**src/cbag_defines.vh**
```
// constants for the circular/broadcast address generator
// Summary of operation
// reset clears the global circular-addressing enable bit.
// zero length disables circular mode for that index; nonzero enables it.
// the old index goes out on the address bus; update follows.
// positive step: if sum reaches base plus length, subtract length.
// negative step: if sum falls below base, add length.
// base write loads paired index in same cycle; both readable.
// index write leaves base alone; base write ignores the global enable.
// with global enable clear, plain post-modify, base and length ignored.
// wraparound only on post-modify; pre-modify gets no correction.
// step may come from any modify register of the generator, or immediate.
// software keeps length positive and below two to the 31st.
// software keeps step magnitude below the buffer length.
// byte-space accesses use scaled step and length in wrap math.
// address-space wrap is not detected; such results are undefined.
// overflow status only from each generator's last index register.
// a wrap through that register sets a sticky overflow flag.
// duplicate-load enable writes data to named and complement register.
// duplicate loading applies only to memory reads, never stores.
// only data register destinations duplicate; universal registers do not.
// duplicate loading is the same in single and dual-data mode.
// software should pad odd buffers to even length in dual-data mode.
// sticky overflow flags stay set until software clears them.
`ifndef CBAG_DEFINES_VH
`define CBAG_DEFINES_VH
`define CBAG_ADDR_MODE      32'h0000_0000
`define CBAG_ADDR_STICKY    32'h0000_0004
`define CBAG_ADDR_STATUS    32'h0000_0008
`define CBAG_MODE_CIRC_BIT  0
`define CBAG_MODE_DUP1_BIT  1
`define CBAG_MODE_DUP2_BIT  2
`define CBAG_MODE_DUAL_BIT  3
`define CBAG_STKY_OVF1_BIT  0
`define CBAG_STKY_OVF2_BIT  1
`define CBAG_MODE_RESET     4'h0
`define CBAG_STKY_RESET     2'h0
`define CBAG_BYTE_SHIFT     2
`endif

```
**src/cbag_top.v**
```verilog
// circular buffer address generation with sticky overflow and dup loads
//
// The implementer's own choices: the placing of the registers and the APB interface to the registers.
`timescale 1ns/1ps
`include "cbag_defines.vh"

module cbag_top #(
   parameter NREG    = 8,
   parameter LAST    = 7,
   parameter DUPIDX  = 1
) (
   input  wire        i_core_clk,
   input  wire        i_rst_n,
   // apb slave
   input  wire        i_psel,
   input  wire        i_penable,
   input  wire        i_pwrite,
   input  wire [31:0] i_paddr,
   input  wire [31:0] i_pwdata,
   output wire [31:0] o_prdata,
   output wire        o_pready,
   output wire        o_pslverr,
   // register-file port to the dag registers
   input  wire        i_rf_we,
   input  wire        i_rf_gen,
   input  wire [1:0]  i_rf_kind,
   input  wire [2:0]  i_rf_num,
   input  wire [31:0] i_rf_wdata,
   input  wire        i_rf_rgen,
   input  wire [1:0]  i_rf_rkind,
   input  wire [2:0]  i_rf_rnum,
   output wire [31:0] o_rf_rdata,
   // access request from decode
   input  wire        i_acc_valid,
   input  wire        i_acc_gen,
   input  wire [2:0]  i_acc_ireg,
   input  wire [2:0]  i_acc_mreg,
   input  wire        i_acc_use_imm,
   input  wire [31:0] i_acc_imm,
   input  wire        i_acc_pre,
   input  wire        i_acc_byte,
   input  wire        i_acc_read,
   input  wire        i_acc_dst_dreg,
   // memory address and register destination controls
   output reg  [31:0] o_mem_addr,
   output reg         o_mem_valid,
   output reg         o_mem_read,
   output reg         o_dst_named_we,
   output reg         o_dst_comp_we,
   output wire        o_dual_pe_select
);

   localparam KIND_I = 2'd0;
   localparam KIND_M = 2'd1;
   localparam KIND_L = 2'd2;
   localparam KIND_B = 2'd3;

   // ==========================================================
   // register storage, index 0..7 gen1, 8..15 gen2
   // ==========================================================
   reg [31:0] idx_q [0:2*NREG-1];
   reg [31:0] mod_q [0:2*NREG-1];
   reg [31:0] len_q [0:2*NREG-1];
   reg [31:0] base_q [0:2*NREG-1];
   reg [3:0]  main_mode_reg_q;
   reg [1:0]  sticky_status_reg_q;

   wire circ_addr_global_en = main_mode_reg_q[`CBAG_MODE_CIRC_BIT];
   wire gen1_dup_load_en    = main_mode_reg_q[`CBAG_MODE_DUP1_BIT];
   wire gen2_dup_load_en    = main_mode_reg_q[`CBAG_MODE_DUP2_BIT];
   assign o_dual_pe_select  = main_mode_reg_q[`CBAG_MODE_DUAL_BIT];

   function [3:0] slot;
      input       gen;
      input [2:0] num;
      begin
         slot = {gen, num};
      end
   endfunction

   // ==========================================================
   // address arithmetic
   // ==========================================================
   wire [3:0]  a_slot = slot(i_acc_gen, i_acc_ireg);
   wire [31:0] i_old  = idx_q[a_slot];
   wire [31:0] b_val  = base_q[a_slot];
   wire [31:0] l_raw  = len_q[a_slot];
   wire [31:0] m_raw  = i_acc_use_imm ? i_acc_imm :
                        mod_q[slot(i_acc_gen, i_acc_mreg)];
   // byte space scales step and length before the wrap compare
   wire [31:0] m_val  = i_acc_byte ? (m_raw << `CBAG_BYTE_SHIFT) : m_raw;
   wire [31:0] l_val  = i_acc_byte ? (l_raw << `CBAG_BYTE_SHIFT) : l_raw;

   wire [31:0] sum    = i_old + m_val;
   wire [31:0] endp   = b_val + l_val;
   wire        m_neg  = m_val[31];
   wire        circ   = circ_addr_global_en && (l_raw != 32'h0000_0000)
                        && !i_acc_pre;
   wire        wrap_hi = !m_neg && (sum >= endp);
   wire        wrap_lo = m_neg && (sum < b_val);
   wire        wrap    = circ && (wrap_hi || wrap_lo);
   reg  [31:0] i_new;

   always @* begin
      i_new = sum;
      if (circ && wrap_hi) begin
         i_new = sum - l_val;
      end else if (circ && wrap_lo) begin
         i_new = sum + l_val;
      end
   end

   // ==========================================================
   // apb slave
   // ==========================================================
   wire apb_wr = i_psel && i_penable && i_pwrite;
   wire hit_mode = (i_paddr == `CBAG_ADDR_MODE);
   wire hit_stky = (i_paddr == `CBAG_ADDR_STICKY);
   wire hit_stat = (i_paddr == `CBAG_ADDR_STATUS);
   wire mapped   = hit_mode || hit_stky || hit_stat;
   reg  [31:0] rdata;

   assign o_pready  = 1'b1;
   assign o_pslverr = i_psel && i_penable && !mapped;
   assign o_prdata  = rdata;

   always @* begin
      rdata = 32'h0000_0000;
      if (hit_mode) begin
         rdata = {28'h000_0000, main_mode_reg_q};
      end else if (hit_stky || hit_stat) begin
         rdata = {30'h0000_0000, sticky_status_reg_q};
      end
   end

   // ==========================================================
   // mode and sticky registers
   // ==========================================================
   wire ovf1 = i_acc_valid && wrap && !i_acc_gen &&
               (i_acc_ireg == LAST[2:0]);
   wire ovf2 = i_acc_valid && wrap && i_acc_gen &&
               (i_acc_ireg == LAST[2:0]);

   always @(posedge i_core_clk or negedge i_rst_n) begin
      if (!i_rst_n) begin
         main_mode_reg_q     <= `CBAG_MODE_RESET;
         sticky_status_reg_q <= `CBAG_STKY_RESET;
      end else begin
         if (apb_wr && hit_mode) begin
            main_mode_reg_q <= i_pwdata[3:0];
         end
         // write-one-to-clear; a new wrap wins over the clear
         if (apb_wr && hit_stky) begin
            sticky_status_reg_q <= (sticky_status_reg_q & ~i_pwdata[1:0])
                                   | {ovf2, ovf1};
         end else begin
            sticky_status_reg_q <= sticky_status_reg_q | {ovf2, ovf1};

         end
      end
   end

   // ==========================================================
   // dag register file
   // ==========================================================
   wire [3:0] w_slot = slot(i_rf_gen, i_rf_num);
   integer k;

   always @(posedge i_core_clk or negedge i_rst_n) begin
      if (!i_rst_n) begin
         for (k = 0; k < 2*NREG; k = k + 1) begin
            idx_q[k]  <= 32'h0000_0000;
            mod_q[k]  <= 32'h0000_0000;
            len_q[k]  <= 32'h0000_0000;
            base_q[k] <= 32'h0000_0000;
         end
      end else begin
         // post-modify update after address issue
         if (i_acc_valid && !i_acc_pre) begin
            idx_q[a_slot] <= i_new;
         end
         // register write after update so software wins the same slot
         if (i_rf_we) begin
            case (i_rf_kind)
               KIND_I: idx_q[w_slot] <= i_rf_wdata;
               KIND_M: mod_q[w_slot] <= i_rf_wdata;
               KIND_L: len_q[w_slot] <= i_rf_wdata;
               KIND_B: begin
                  base_q[w_slot] <= i_rf_wdata;
                  idx_q[w_slot]  <= i_rf_wdata;
               end
               default: ;
            endcase
         end
      end
   end

   // separately readable base and index
   reg [31:0] rf_rd;
   wire [3:0] r_slot = slot(i_rf_rgen, i_rf_rnum);
   always @* begin
      case (i_rf_rkind)
         KIND_I:  rf_rd = idx_q[r_slot];
         KIND_M:  rf_rd = mod_q[r_slot];
         KIND_L:  rf_rd = len_q[r_slot];
         KIND_B:  rf_rd = base_q[r_slot];
         default: rf_rd = 32'h0000_0000;
      endcase
   end
   assign o_rf_rdata = rf_rd;

   // ==========================================================
   // address bus and duplicate load
   // ==========================================================
   wire dup_idx = (i_acc_ireg == DUPIDX[2:0]) &&
                  (i_acc_gen ? gen2_dup_load_en : gen1_dup_load_en);
   // dual-pe select intentionally not part of this term
   wire dup = dup_idx && i_acc_read && i_acc_dst_dreg;


   always @(posedge i_core_clk or negedge i_rst_n) begin
      if (!i_rst_n) begin
         o_mem_addr     <= 32'h0000_0000;
         o_mem_valid    <= 1'b0;
         o_mem_read     <= 1'b0;
         o_dst_named_we <= 1'b0;
         o_dst_comp_we  <= 1'b0;
      end else begin
         // pre-modify issues index plus step, post-modify the old index
         o_mem_addr     <= i_acc_pre ? sum : i_old;
         o_mem_valid    <= i_acc_valid;
         o_mem_read     <= i_acc_valid && i_acc_read;
         o_dst_named_we <= i_acc_valid && i_acc_read;
         o_dst_comp_we  <= i_acc_valid && dup;
      end
   end

endmodule // cbag_top

```
**config.mk**
```make
export PLATFORM = sky130hd
export DESIGN_NAME = cbag_top
export DESIGN_NICKNAME = d
export VERILOG_FILES = /design/src/cbag_top.v
export VERILOG_INCLUDE_DIRS = /design/src
export SDC_FILE = /design/constraint.sdc
export NUM_CORES = 2
export LEC_CHECK = 0
export BUFFER_PORTS_ARGS = -buffer_cell sky130_fd_sc_hd__buf_2
export CORE_MARGIN = 3
export CORE_UTILIZATION = 60
export DETAILED_ROUTE_END_ITERATION = 10
export PLACE_DENSITY = 0.82
export RECOVER_POWER = 100
export SLEW_MARGIN = 25
export SYNTH_ARGS = -nofsm -noshare
export SYNTH_HDL_FRONTEND = slang
export SYNTH_SLANG_ARGS = --single-unit
```
**constraint.sdc**
```tcl
create_clock -name i_core_clk -period 10.5 [get_ports i_core_clk]
set_input_delay 2.1 -clock i_core_clk [delete_from_list [all_inputs] [get_ports i_core_clk]]
set_output_delay 2.1 -clock i_core_clk [all_outputs]
set_load 0.03 [all_outputs]
```
==> results by group <==
Outcome
  • Status: complete, but fails checks
  • Failing checks: DRC, capacitance limit, slew limit

Placement
  • GPL Wtd Cong: 1.06
  • Pre-CTS setup slack: -0.133 ns
  • IO Port Bufs: between 200 and 250
  • Hpwl dp: 283000 um

STA
  • Setup ws final: 0.145 ns
  • Final Hold Viols: 0
  • Worst rel slew slack: -337%
  • WHS: between 0.4 and 0.5 ns
  • Worst-Margin Slew: around 6.5 ns
  • Final setup viols: 0
  • RSZ-0062 raised after global routing: no
  • Fmax: 0.0966 GHz
  • Fin crit period: between 10 and 15 ns
  • TNS Setup: 0 ns
  • Max Transition Viols Final: roughly 2900
  • Worst Skew: ~0.11 ns
  • Period utilisation layout: around 99%

Clock tree
  • Clock transition at the registers of the reported paths: around 0.070 ns
  • H-Tree Depth: 4
  • Clock Path Buffers: 3
  • CTS tree: done
  • Root buffer selected by CTS: clkbuf_16
  • Hold_buf cts: 0
  • CTS Buf Count: 210
  • Clock sinks: around 2100
  • Setup bufs post-CTS: 0
  • # resized after CTS: 0
  • Clk_lat worst skew: ~0.93 ns

Logic synthesis
  • Synth top area share: about 43%
  • Synth area leaders: dfrtp_1, mux4_2, mux2_2, clkbuf_1, o21ai_0
  • Synthesis warning total: 0
  • Post-synth top flop: dfrtp_1
  • Post-Syn Area per Cell: 13.5 um2
  • Most common cell in the synthesized netlist: dfrtp_1
  • Distinct cells, synth: approximately 100
  • Seq/Total Area, Yosys: between 40% and 50%
  • Cells after Synth: between 9000 and 10000
  • EDFF count, synth: 0
  • Post-synthesis cell area: about 120000 um2
  • Yosys reg bits: 2089
  • Commonest cells in the netlist: dfrtp_1, mux2_2, mux4_2, clkbuf_1, o21ai_0
  • Asr flop ratio synth: 100%
  • Post-synth top area cell: dfrtp_1

Floorplanning
  • Top-level port count: roughly 260
  • Die W: around 460 um
  • Core outline area: just over 200000 um2
  • Die area: ~210000 um2
  • Die height: 457 um
  • Core Rows: roughly 170
  • Initial Utilization: roughly 60%

Pwr
  • Combinational power share: 40.2%
  • Switching Share: a little under two fifths
  • Leakage power: 58.4 nW
  • Max VDD drop: ~0.23 mV
  • Total power: approximately 32 mW
  • Clock network fraction of total power: 24.8%
  • Psw: around 12 mW
  • Internal power: 19.7 mW
  • Flop pwr share: approximately a third
  • Power density cells: between 200 and 250 nW/um2

Job
  • Max-capacitance violation count: 63

Drt
  • Via count: about 92000
  • DR WL met2: roughly 190000 um
  • DR WL/cell: 38.3 um
  • Metal3 WL: 73900 um
  • Post-Route WL: 456000 um
  • DRC viols: 6
  • Vias per cell: ~7.8
  • DRT antenna net count: 0
  • First-pass iteration count of the detailed router: 11
  • Iteration-0 DRC Markers: 14700
  • Metal-1 WL: around 150000 um
  • Highest routing layer actually used: met5

Global routing
  • First-pass GRT wire length: 656000 um
  • Total gr overflow: 0
  • Vias in the first global route: approximately 94000
  • Pin count of the biggest net entering global routing: about 190
  • Initial antenna violation count: 63
  • All-Layer GR Usage: roughly 44%

Setup path
  • CP arrival: about 11 ns
  • Worst path bufs/invs: 7
  • R2R Path Start: mod_q[136]
  • Kind of end point of the critical path: register
  • CP startpoint: i_acc_mreg[0]
  • Crit-path max FO: 22
  • Max incr delay on CP: 0.69 ns
  • Startpoint Class: primary input
  • Critical path class: primary input to register
  • Crit path max-delay family: compound AO/OA/AOI/OAI gates
  • WP data required: roughly 11 ns
  • Crit path max-delay cell type: mux2i_1

Cells and area
  • Final nets: 9361
  • # fillers: ~14000
  • Layout cells sized above 1: a little over two fifths
  • Syn-to-layout area delta: 9.78%
  • Post-layout util: 66.3%

Worst hold path
  • Hold crit path type: register to register
  • Hold wc startpoint: sticky_status_reg_q[1]
-- cell usage in the layout (no fill, tap or decap), types with 22 or more instances in the layout --
master     instances
mux2_2          1546
nand3_1           76
nor2_1           224
o22ai_1          102
mux2_1            42
dfrtp_1         2089
a31oi_1          181
clkinv_2          50
clkbuf_16        212
nand2_1          247
a21o_1            99
clkbuf_1         170
o21bai_1          23
and3_1            77
a21oi_1          433
clkbuf_2          29
buf_4            330
or3_1             94
nand2_2           32
a211oi_1          24
buf_2            126
a22oi_1          143
diode_2           26
clkbuf_8          47
mux2i_1           76
o21a_1            81
nor2_4            22
ha_1             181
o21ai_0          486
inv_1            121
nand2b_1          33
conb_1            29
xnor2_1           50
buf_12            52
mux4_2          1269
nor3_1            29
nor2_2            24
xor2_1            24
-- state kept, by name, indices dropped and copies added, names as in the netlist --
| name | count |
|---|---|
| o_dst_comp_we | 1 |
| idx_q | 512 |
| len_q | 512 |
| sticky_status_reg_q | 2 |
| o_mem_valid | 1 |
| o_dst_named_we | 1 |
| mod_q | 512 |
| base_q | 512 |
| o_mem_addr | 32 |
| main_mode_reg_q | 4 |
-- power groups by stage --
stage / logic (mW) / registers, mW / clock network (mW)
2_1_floorplan: 8.21 / 10.8 / 0
3_3_place_gp: 12.2 / 10.9 / 0
3_5_place_dp: 12.5 / 11.2 / 0
4_1_cts: 12.6 / 11.1 / 7.86
5_1_grt: 13.4 / 11.3 / 8.20
6_report: 12.8 / 11.1 / 7.88
-- per-layer routing --
metal	vias to the layer above	global-route usage, %
li1	35100	-
met1	47000	52.1
met2	7901	60.6
met3	2459	21.6
met4	56	32.0
met5	-	0.827
-- area by class of cell --
cell class | instances | area (um2) | area share, %
timing repair buffer | 680 | 4940 | 3.69
clock buffer | 299 | 6080 | 4.53
multi-input combinational | 5913 | 65900 | 49.1
antenna | 26 | 65.1 | 0.0485
sequential | 2089 | 52300 | 39.0
tap | 2672 | 3340 | 2.49
inverter | 123 | 462 | 0.344
clock inverter | 88 | 1080 | 0.806
-- logic make-up after synthesis --
kind of cell,synth area share (%)
XOR/XNOR,0.549
multiplexers,38.7
AO/OA/AOI/OAI,8.56
buffers and inverters,3.66
flip-flops,42.8
other,0.00615
adder cells (fa/ha/maj),1.93
AND/OR/NAND/NOR,3.85
-- per-stage QoR --
stage	cell area, um2	cells
CTS	135000	11900
finish	134000	11900
floorplan	122000	9086
global route	134000	11900
global placement	128000	11500
detailed placement	128000	11500
-- worst min-delay path, stage by stage (launching register included) --
cell and delay (ns):
dfrtp_1 0.34, nand2_1 0.05, o21ai_0 0.06
-- path summary, 6_finish.rpt --
path                                          end  slack, ns  cells past startpoint
min reg2reg                sticky_status_reg_q[1]       0.49                      2
max                                    idx_q[499]       0.14                     31
min in group asynchronous              base_q[20]       3.68                      1
max reg2reg                            idx_q[499]       1.51                     29
min                        sticky_status_reg_q[1]       0.49                      2
max in group asynchronous              mod_q[205]       1.22                      3
Power figures use the tool's default switching activity.
